### src/sleep_gate_pkg.sv
// constants of the sleep clock gating bank: offsets, layouts, reset values
// assumes one 50 MHz system clock and a byte-addressed register port
package sleep_gate_pkg;

  localparam int ADDR_W = 12;
  localparam int DATA_W = 32;

  // register byte offsets
  localparam logic [ADDR_W-1:0] OFF_SLEEP_GATE = 12'h114;
  localparam logic [ADDR_W-1:0] OFF_GATE_CFG = 12'h200;
  localparam logic [ADDR_W-1:0] OFF_FAULT_STS = 12'h204;
  localparam logic [ADDR_W-1:0] OFF_FAULT_MASK = 12'h208;
  localparam logic [ADDR_W-1:0] OFF_CLK_STATE = 12'h20C;

  // unit bit positions inside every 32-bit gate vector
  localparam int BIT_GP_GATE_A = 19;
  localparam int BIT_GP_GATE_B = 18;
  localparam int BIT_GP_GATE_C = 17;
  localparam int BIT_GP_GATE_D = 16;
  localparam int BIT_TWO_WIRE_UNIT1 = 14;
  localparam int BIT_TWO_WIRE_UNIT0 = 12;
  localparam int BIT_SYNC_SERIAL_UNIT1 = 5;
  localparam int BIT_SYNC_SERIAL_UNIT0 = 4;
  localparam int BIT_ASYNC_SERIAL_UNIT2 = 2;
  localparam int BIT_ASYNC_SERIAL_UNIT1 = 1;
  localparam int BIT_ASYNC_SERIAL_UNIT0 = 0;

  // writable bits: 19:16, 14, 12, 5:4, 2:0
  localparam logic [DATA_W-1:0] UNIT_MASK = 32'h000F5037;

  // configuration register field
  localparam int BIT_AUTO_CLOCK_GATING = 0;

  // reset values
  localparam logic [DATA_W-1:0] RST_SLEEP_GATE = 32'h00000000;
  localparam logic [DATA_W-1:0] RST_FAULT_MASK = 32'h00000000;
  localparam logic RST_AUTO_CLOCK_GATING = 1'b0;

  typedef enum logic [1:0] {
    PM_RUN,
    PM_SLEEP,
    PM_DEEP
  } power_mode_t;

endpackage

### src/sleep_clock_gating_bank.sv
// sleep clock gating bank: gate register, unit clock enables, bus faults
// assumes mode and access inputs come from logic on sys_clk (no sync)
`timescale 1ns/1ps

module sleep_clock_gating_bank
  import sleep_gate_pkg::*;
(
  // clock and reset
  input wire logic sys_clk,
  input wire logic rst,
  // register port
  input wire logic [ADDR_W-1:0] reg_addr,
  input wire logic [DATA_W-1:0] reg_wdata,
  input wire logic reg_wr,
  input wire logic reg_rd,
  output logic [DATA_W-1:0] reg_rdata,
  // power mode from the system controller
  input wire logic mode_sleep,
  input wire logic mode_deep,
  // gate vectors of the run and deep-sleep registers
  input wire logic [DATA_W-1:0] run_clock_gate_ctrl_1,
  input wire logic [DATA_W-1:0] deepsleep_clock_gate_ctrl_1,
  // unit access requests and answers
  input wire logic [DATA_W-1:0] periph_req,
  output logic [DATA_W-1:0] periph_ack,
  output logic [DATA_W-1:0] periph_fault,
  // unit clock enables
  output logic [DATA_W-1:0] unit_clk_en,
  // interrupt
  output logic irq
);

  function automatic logic hit(input logic [ADDR_W-1:0] a,
                               input logic [ADDR_W-1:0] off);
    hit = (a == off);
  endfunction

  // state
  logic [DATA_W-1:0] sleep_gate_r;
  logic [DATA_W-1:0] sleep_gate_nxt;
  logic acg_r;
  logic acg_nxt;
  logic [DATA_W-1:0] fault_sts_r;
  logic [DATA_W-1:0] fault_sts_nxt;
  logic [DATA_W-1:0] fault_mask_r;
  logic [DATA_W-1:0] fault_mask_nxt;
  logic [DATA_W-1:0] clk_en_r;
  logic [DATA_W-1:0] clk_en_nxt;
  logic [DATA_W-1:0] ack_r;
  logic [DATA_W-1:0] ack_nxt;
  logic [DATA_W-1:0] fault_r;
  logic [DATA_W-1:0] fault_nxt;
  logic [DATA_W-1:0] rdata_r;
  logic [DATA_W-1:0] rdata_nxt;
  logic irq_r;
  logic irq_nxt;

  // decode
  wire logic wr_sleep_gate = reg_wr && hit(reg_addr, OFF_SLEEP_GATE);
  wire logic wr_gate_cfg = reg_wr && hit(reg_addr, OFF_GATE_CFG);
  wire logic wr_fault_mask = reg_wr && hit(reg_addr, OFF_FAULT_MASK);
  wire logic rd_fault_sts = reg_rd && hit(reg_addr, OFF_FAULT_STS);

  // power mode selection
  power_mode_t mode;
  assign mode = mode_deep ? PM_DEEP : (mode_sleep ? PM_SLEEP : PM_RUN);

  // reserved bits never store a one
  assign sleep_gate_nxt = wr_sleep_gate ?
                          (reg_wdata & UNIT_MASK) :
                          sleep_gate_r;
  assign acg_nxt = wr_gate_cfg ? reg_wdata[BIT_AUTO_CLOCK_GATING] : acg_r;
  assign fault_mask_nxt = wr_fault_mask ? (reg_wdata & UNIT_MASK) :
                          fault_mask_r;

  // named unit fields of the sleep register
  wire logic gp_gate_a = sleep_gate_r[BIT_GP_GATE_A];
  wire logic gp_gate_b = sleep_gate_r[BIT_GP_GATE_B];
  wire logic gp_gate_c = sleep_gate_r[BIT_GP_GATE_C];
  wire logic gp_gate_d = sleep_gate_r[BIT_GP_GATE_D];
  wire logic two_wire_unit1_gate = sleep_gate_r[BIT_TWO_WIRE_UNIT1];
  wire logic two_wire_unit0_gate = sleep_gate_r[BIT_TWO_WIRE_UNIT0];
  wire logic sync_serial_unit1_gate =
    sleep_gate_r[BIT_SYNC_SERIAL_UNIT1];
  wire logic sync_serial_unit0_gate =
    sleep_gate_r[BIT_SYNC_SERIAL_UNIT0];
  wire logic async_serial_unit2_gate =
    sleep_gate_r[BIT_ASYNC_SERIAL_UNIT2];
  wire logic async_serial_unit1_gate =
    sleep_gate_r[BIT_ASYNC_SERIAL_UNIT1];
  wire logic async_serial_unit0_gate =
    sleep_gate_r[BIT_ASYNC_SERIAL_UNIT0];

  // word rebuilt from its fields, so a reserved bit can never leak out
  logic [DATA_W-1:0] sleep_gate_view;
  always_comb
  begin
    sleep_gate_view = '0;
    sleep_gate_view[BIT_GP_GATE_A] = gp_gate_a;
    sleep_gate_view[BIT_GP_GATE_B] = gp_gate_b;
    sleep_gate_view[BIT_GP_GATE_C] = gp_gate_c;
    sleep_gate_view[BIT_GP_GATE_D] = gp_gate_d;
    sleep_gate_view[BIT_TWO_WIRE_UNIT1] = two_wire_unit1_gate;
    sleep_gate_view[BIT_TWO_WIRE_UNIT0] = two_wire_unit0_gate;
    sleep_gate_view[BIT_SYNC_SERIAL_UNIT1] = sync_serial_unit1_gate;
    sleep_gate_view[BIT_SYNC_SERIAL_UNIT0] = sync_serial_unit0_gate;
    sleep_gate_view[BIT_ASYNC_SERIAL_UNIT2] = async_serial_unit2_gate;
    sleep_gate_view[BIT_ASYNC_SERIAL_UNIT1] = async_serial_unit1_gate;
    sleep_gate_view[BIT_ASYNC_SERIAL_UNIT0] = async_serial_unit0_gate;
  end

  // the sleep vector is used only in Sleep with auto gating on;
  // without auto gating the run vector also holds during sleep modes
  logic [DATA_W-1:0] gate_sel;
  always_comb
  begin
    gate_sel = run_clock_gate_ctrl_1;
    unique case (mode)
      PM_RUN:
      begin
        gate_sel = run_clock_gate_ctrl_1;
      end
      PM_SLEEP:
      begin
        if (acg_r)
        begin
          gate_sel = sleep_gate_view;
        end
      end
      PM_DEEP:
      begin
        if (acg_r)
        begin
          gate_sel = deepsleep_clock_gate_ctrl_1;
        end
      end
    endcase
  end

  // one enable per unit; timers, two-wire, sync and async serial units
  genvar g;
  generate
    for (g = 0; g < DATA_W; g = g + 1)
    begin : gen_unit
      if (UNIT_MASK[g])
      begin : gen_live
        assign clk_en_nxt[g] = gate_sel[g];
      end
      else
      begin : gen_none
        assign clk_en_nxt[g] = 1'b0;
      end
    end
  endgenerate

  // a request is judged against the clock the unit has right now
  wire logic [DATA_W-1:0] req_live = periph_req & UNIT_MASK;
  assign ack_nxt = req_live & clk_en_r;
  assign fault_nxt = req_live & ~clk_en_r;

  // sticky fault status; a new fault wins over the read clear
  assign fault_sts_nxt = (rd_fault_sts ? '0 : fault_sts_r) | fault_nxt;
  assign irq_nxt = |(fault_sts_nxt & fault_mask_nxt);

  // read mux; data only in the cycle after the strobe
  logic [DATA_W-1:0] rd_mux;
  always_comb
  begin
    rd_mux = '0;
    if (hit(reg_addr, OFF_SLEEP_GATE))
    begin
      rd_mux = sleep_gate_view;
    end
    else if (hit(reg_addr, OFF_GATE_CFG))
    begin
      rd_mux[BIT_AUTO_CLOCK_GATING] = acg_r;
    end
    else if (hit(reg_addr, OFF_FAULT_STS))
    begin
      rd_mux = fault_sts_r;
    end
    else if (hit(reg_addr, OFF_FAULT_MASK))
    begin
      rd_mux = fault_mask_r;
    end
    else if (hit(reg_addr, OFF_CLK_STATE))
    begin
      rd_mux = clk_en_r;
    end
  end
  assign rdata_nxt = reg_rd ? rd_mux : '0;

  always_ff @(posedge sys_clk)
  begin
    if (rst)
    begin
      sleep_gate_r <= RST_SLEEP_GATE;
    end
    else
    begin
      sleep_gate_r <= sleep_gate_nxt;
    end
  end

  // off after reset, so the run vector rules until software opts in
  always_ff @(posedge sys_clk)
  begin
    if (rst)
    begin
      acg_r <= RST_AUTO_CLOCK_GATING;
    end
    else
    begin
      acg_r <= acg_nxt;
    end
  end

  always_ff @(posedge sys_clk)
  begin
    if (rst)
    begin
      fault_mask_r <= RST_FAULT_MASK;
    end
    else
    begin
      fault_mask_r <= fault_mask_nxt;
    end
  end

  // enables lag the mode and the vectors by one cycle
  always_ff @(posedge sys_clk)
  begin
    if (rst)
    begin
      clk_en_r <= '0;
    end
    else
    begin
      clk_en_r <= clk_en_nxt;
    end
  end

  always_ff @(posedge sys_clk)
  begin
    if (rst)
    begin
      ack_r <= '0;
    end
    else
    begin
      ack_r <= ack_nxt;
    end
  end

  always_ff @(posedge sys_clk)
  begin
    if (rst)
    begin
      fault_r <= '0;
    end
    else
    begin
      fault_r <= fault_nxt;
    end
  end

  always_ff @(posedge sys_clk)
  begin
    if (rst)
    begin
      fault_sts_r <= '0;
    end
    else
    begin
      fault_sts_r <= fault_sts_nxt;
    end
  end

  always_ff @(posedge sys_clk)
  begin
    if (rst)
    begin
      irq_r <= 1'b0;
    end
    else
    begin
      irq_r <= irq_nxt;
    end
  end

  always_ff @(posedge sys_clk)
  begin
    if (rst)
    begin
      rdata_r <= '0;
    end
    else
    begin
      rdata_r <= rdata_nxt;
    end
  end

  assign reg_rdata = rdata_r;
  assign periph_ack = ack_r;
  assign periph_fault = fault_r;
  assign unit_clk_en = clk_en_r;
  assign irq = irq_r;

endmodule // sleep_clock_gating_bank

### config.mk
export PLATFORM = sky130hd
export DESIGN_NAME = sleep_clock_gating_bank
export DESIGN_NICKNAME = d
export VERILOG_FILES = /design/src/sleep_gate_pkg.sv /design/src/sleep_clock_gating_bank.sv
export SDC_FILE = /design/constraint.sdc
export NUM_CORES = 1
export LEC_CHECK = 0
export BUFFER_PORTS_ARGS = -buffer_cell sky130_fd_sc_hd__buf_2
export CAP_MARGIN = 5
export CORE_ASPECT_RATIO = 1.2
export CORE_MARGIN = 5
export CORE_UTILIZATION = 48
export CTS_BUF_LIST = sky130_fd_sc_hd__clkbuf_8
export CTS_CLUSTER_SIZE = 14
export DETAILED_ROUTE_END_ITERATION = 12
export GPL_ROUTABILITY_DRIVEN = 0
export MAX_ROUTING_LAYER = met4
export PLACE_DENSITY = 0.93
export SYNTH_ARGS = -nofsm -noshare
export SYNTH_HDL_FRONTEND = slang
export SYNTH_SLANG_ARGS = --single-unit
### constraint.sdc
create_clock -name sys_clk -period 2.5 [get_ports sys_clk]
set_input_delay 0.375 -clock sys_clk [delete_from_list [all_inputs] [get_ports sys_clk]]
set_output_delay 0.375 -clock sys_clk [all_outputs]
set_load 0.02 [all_outputs]
* Word-level counts from Yosys, hierarchy flattened
Cells that the tools add are included.
W data, S select, Z words.
** Storage, ports and cells
- Bits in registers :: 205
- Input port bits :: 146
- Output and inout port bits :: 129
** Cells by class
- Eq/ne operators :: 7
- Multiplexer cells :: 13
- Bitwise logic cells :: 6
- Reductions and logical operators :: 8
** Operators by type and width (number)
- $mux W32 :: 5
- $and A20 B32 Y32 :: 2
- $mux W20 :: 3
- $pmux W20 S3 :: 1
- $eq A12 B10 Y1 const B :: 4
- $and A32 B32 Y32 :: 1
- $not A32 Y32 :: 1
- $or A32 B32 Y32 :: 1
- $reduce_or A32 Y1 :: 1
- $mux W19 :: 1
- $eq A12 B9 Y1 const B :: 1
- $logic_and A1 B1 Y1 :: 4
- $reduce_or A4 Y1 :: 1
- $eq A2 B1 Y1 const B :: 1
- $eq A2 B2 Y1 const B :: 1
- $logic_not A2 Y1 :: 1
- $mux W1 :: 2
- $mux W2 :: 1
- $reduce_or A2 Y1 :: 1
- $not A1 Y1 :: 1

* Longest topological paths before layout
- Depth in word-level cells :: 6
- Gate-level depth with buffers :: 8
- Depth with buffers taken out :: 7

* Least setup slack after synthesis
OpenSTA, ideal clock, no wires.
- Path kind :: input to register
- Start :: input reg_addr[10]
- End :: register irq_r (netlist: irq)
- Arrival :: 1895 ps
- Setup slack :: 472 ps
- Stages :: 8
- Path buffers :: 1
- Cells stage by stage :: nor4b_4 > nand4_2 > buf_6 > a22o_1 > a221oi_1 > nor2_1 > nor4_1 > a31oi_1
** Between the ends
- Longest elaborated chain between the ends :: 6
- Elaborated cells between the ends (all ways) :: 9
- Classes of those cells :: eq/ne: 2; mux: 2; bitwise: 2; reduce/logical: 3
** RTL lines
- start, declared :: RTL line sleep_clock_gating_bank.sv:12 : input wire logic [ADDR_W-1:0] reg_addr,
- $eq A12 B10 Y1 :: RTL line sleep_clock_gating_bank.sv:35 : hit = (a == off);
- $logic_and A1 B1 Y1 :: RTL line sleep_clock_gating_bank.sv:62 : wire logic rd_fault_sts = reg_rd && hit(reg_addr, OFF_FAULT_STS);
- $mux W32 :: RTL line sleep_clock_gating_bank.sv:162 : assign fault_sts_nxt = (rd_fault_sts ? '0 : fault_sts_r) | fault_nxt;
- $or A32 B32 Y32 :: RTL line sleep_clock_gating_bank.sv:162
- $and A32 B32 Y32 (*) :: RTL line sleep_clock_gating_bank.sv:163 : assign irq_nxt = |(fault_sts_nxt & fault_mask_nxt);
- $reduce_or A32 Y1 (*) :: RTL line sleep_clock_gating_bank.sv:163
- end signal, assigned :: RTL line sleep_clock_gating_bank.sv:287 : irq_r <= irq_nxt;
- end, declared :: RTL line sleep_clock_gating_bank.sv:55 : logic irq_r;
Every way passes the cells marked *; elsewhere a longest branch is shown, timed or not.
A chain may end at the register's enable or synchronous reset.

* Worst setup path in the final report
- Start :: input reg_addr[1]
- End :: register irq_r (netlist: irq)
Same word-level chain as after synthesis.

==> out/results.md <==
| Group | Item | Reported |
|---|---|---|
| route | Detailed-route vias per instance | 5.13 |
| route | 1st-iter DRT viols | 353 |
| synthesis | Post-synthesis sequential area ratio | 50.7% |
| synthesis | Async SR Flop Fraction | 0% |
| worst setup path | Biggest fanout along the worst timing path | 7 |
| cts | Hold-fix buffers, CTS | 0 |
| die | Height of the chip | 128 µm |
| die | Cell Rows | 43 |
| cts | Root cell of the clock tree | clkbuf_8 |
| final layout | Number of nets at the end of the flow | 870 |
| synthesis | Yosys top cell by area | dfxtp_1 |
| synthesis | Synth Area in Simple Gates | 20.8% |
| power | Sw frac | 25.1% |
| final layout | Post-route cell area | 0.00666 mm² |
| final layout | Total of fill cells in the finished design | 1017 |
| power | Peak supply drop | 0.348 mV |
| die | Effective utilization at floorplan | 48.7% |
| cts | CTS sink count | 142 |
| placement | Port Buffer Count | 127 |
| grt | GRT Util Overall | 20.5% |
| grt | Vias in the first global route | 4558 |
| synthesis | Compound-gate portion of the synthesized area | 14.7% |
| worst setup path | Worst endpoint required time | 2780 ps |
| sta | Achievable clock frequency | 485 MHz |
| synthesis | Count of warnings emitted by yosys | 0 |
| route | Number of vias after detailed routing | 4594 |
| sta | Sum of negative setup slack | 0 ps |
| worst setup path | Data arrival time of the worst path | 2340 ps |
| route | Number of iterations in the first detailed-routing pass | 6 |
| final layout | Share of cells above drive strength 1 | 25.6% |
| sta | Minimum setup slack in the final design | 437 ps |
| power | Internal cell power | 3430 µW |
| die | Top Ports | 275 |
| cts | CTS tree | done |
| power | Share of power burned in registers | 50.7% |
| power | Fraction of power consumed by combinational cells | 8.1% |
| cts | CTS Buffer Depth | 2 |
| sta | Time the worst path needs with I/O delays and setup | 2060 ps |
| route | Final routed DRC violation total | 0 |
| placement | Area of placed instances | 0.00625 mm² |
| hold path | Worst hold path type | input pin to register |
| route | Number of nets still failing antenna checks after routing | 0 |
| final layout | Highest-count cells in the layout ignoring fill and taps | dfxtp_1 (142), buf_2 (127), conb_1 (63) |
| power | Clock group share of total power | 41.2% |
| cts | Post-CTS clock slew at the launch and capture registers of the worst setup and hold paths | 80 ps |
| sta | Setup violators final | 0 |
| power | Pleak | 0.00291 µW |
| synthesis | Number of flops mapped to enable cells by yosys | 0 |
| worst setup path | Nature of the critical path startpoint | input pin |
| sta | Final Max Slew Viols | 0 |
| cts | TritonCTS Buffers | 17 |
| placement | Setup slack after placement | 3.88 ps |
| cts | H-tree levels | 4 |
| cts | Post-cts gate resize count | 0 |
| sta | Clock skew after layout | 10.0 ps |
| sta | Final period util | 82.5% |
| synthesis | Portion of synthesized cell area occupied by the leading cell type | 50.7% |
| outcome | Status | completed |
| synthesis | Flip-flop cell with the highest count after synthesis | dfxtp_1 |
| grt | Largest net degree at the start of global routing | 71 |
| route | Routed Wire Length | 14.0 mm |
| grt | Final global-route overflow total | 0 |
| cts | Worst skew pair latency | 430 ps |
| power | Switching pwr | 1150 µW |
| synthesis | Average instance area after synthesis | 9.48 µm² |
| job | Number of maximum-capacitance violations | 0 |
| synthesis | Leading post-synthesis cells by cell area | dfxtp_1 (51%), buf_4 (8.4%), and2_1 (4.7%) |
| synthesis | Mapped Cells | 591 |
| sta | Worst-Margin Slew | 718 ps |
| route | WL per Instance | 15.6 µm |
| die | Core area | 0.0115 mm² |
| synthesis | Synth unique cells | 43 |
| cts | Buffers inserted during post-CTS setup optimization | 0 |
| die | Overall die area | 0.0139 mm² |
| die | Chip Width | 109 µm |
| synthesis | Multiplexer share of the synthesized area | 2.14% |
| synthesis | Xor-xnor portion of the synthesized cell area | 0% |
| grt | First-pass GRT wire length | 21.7 mm |
| final layout | Area added between synthesis and finish | 18.8% |
| synthesis | Adder-cell share of the synthesized area | 0% |
| sta | Endpoints failing hold | 0 |
| power | Areal power density over the cells | 687 mW/mm² |
| final layout | Commonest non-fill, non-tap cell in the layout | dfxtp_1 |
| worst setup path | Type of element capturing the critical path | register |
| worst setup path | Start-to-end type of the worst setup path | input pin to register |
| grt | Initial antenna violation count | 1 |
| synthesis | #FFs+latches synth | 142 |
| synthesis | Largest family of logic cells by synthesized area | simple AND/OR/NAND/NOR gates |
| sta | Slew HR | 52.1% |
| placement | DP Wirelength | 10.0 mm |
| sta | Setup repair after global routing missed its margin | false |
| synthesis | Post-Syn Area | 0.00561 mm² |
## Yosys cell counts, drive strengths merged, types with 15 or more instances
library cell and count:
a21oi 44, a22oi 26, and2 42, buf 68
clkbuf 29, dfxtp 142, nand2 48, nor2 46
nor3b 15
## area by class of cell
cell class,instances,area [µm²],share of cell area (%)
antenna,1,2.50,0.0376
clock buffer,18,248,3.72
clock inverter,14,165,2.48
inverter,10,37.5,0.563
multi-input combinational,404,2360,35.4
sequential,142,2840,42.7
tap,157,196,2.95
timing repair buffer,149,813,12.2
## logic make-up (layout without fill, tap and decap cells)
kind of cell	Yosys count	count (layout)
other	1	64
buffers and inverters	107	191
AO/OA/AOI/OAI	118	118
flip-flops	142	142
AND/OR/NAND/NOR	211	211
multiplexers	12	12
## registers in the layout, indices dropped and copies added (netlist names)
register and cells:
fault_mask_r 32, fault_sts_r 32, reg_rdata 32, periph_ack 11
periph_fault 11, sleep_gate_r 11, unit_clk_en 11, acg_r 1
irq 1
## routing by layer
layer / share of wire [%] / up-vias / track usage [%]
met5: 0 / - / -
met3: 8.9 / 44 / 5.12
li1: - / 2185 / -
met4: 2.7 / 0 / 9.06
met2: 50 / 252 / 35.0
met1: 38 / 2113 / 22.4
## power by group through the flow
stage	logic [µW]	registers, µW	clock network, µW
2_1_floorplan	274	2400	0
3_3_place_gp	359	2370	0
3_5_place_dp	365	2370	0
4_1_cts	366	2320	1910
5_1_grt	399	2320	2020
6_report	369	2320	1890
## per-stage QoR
stage,util [%],cells,total power (µW),hold WS (ps)
2_1_floorplan,-,653,2670,436
3_3_place_gp,54.2,862,2730,451
3_5_place_dp,54.2,862,2740,462
4_1_cts,57.8,894,4600,156
5_1_grt,57.9,895,4750,158
6_report,57.9,895,4580,178
## critical path, cell delays in order
cell,delay (ps)
buf_2,130
nor4b_4,310
nand4_2,270
buf_4,260
a21o_1,190
a222oi_1,240
a31oi_1,130
nor4_1,300
a31oi_1,140
## final timing paths
path,start,end,slack (ps),cells after the start
worst max-delay path,reg_addr[1],irq,440,9
worst min-delay path,periph_req[4],periph_ack[4],180,3
worst max register to register,unit_clk_en[19],irq,670,6
worst min register to register,sleep_gate_r[12],sleep_gate_r[12],470,2
Note: power is estimated with default switching activity, not from simulation.
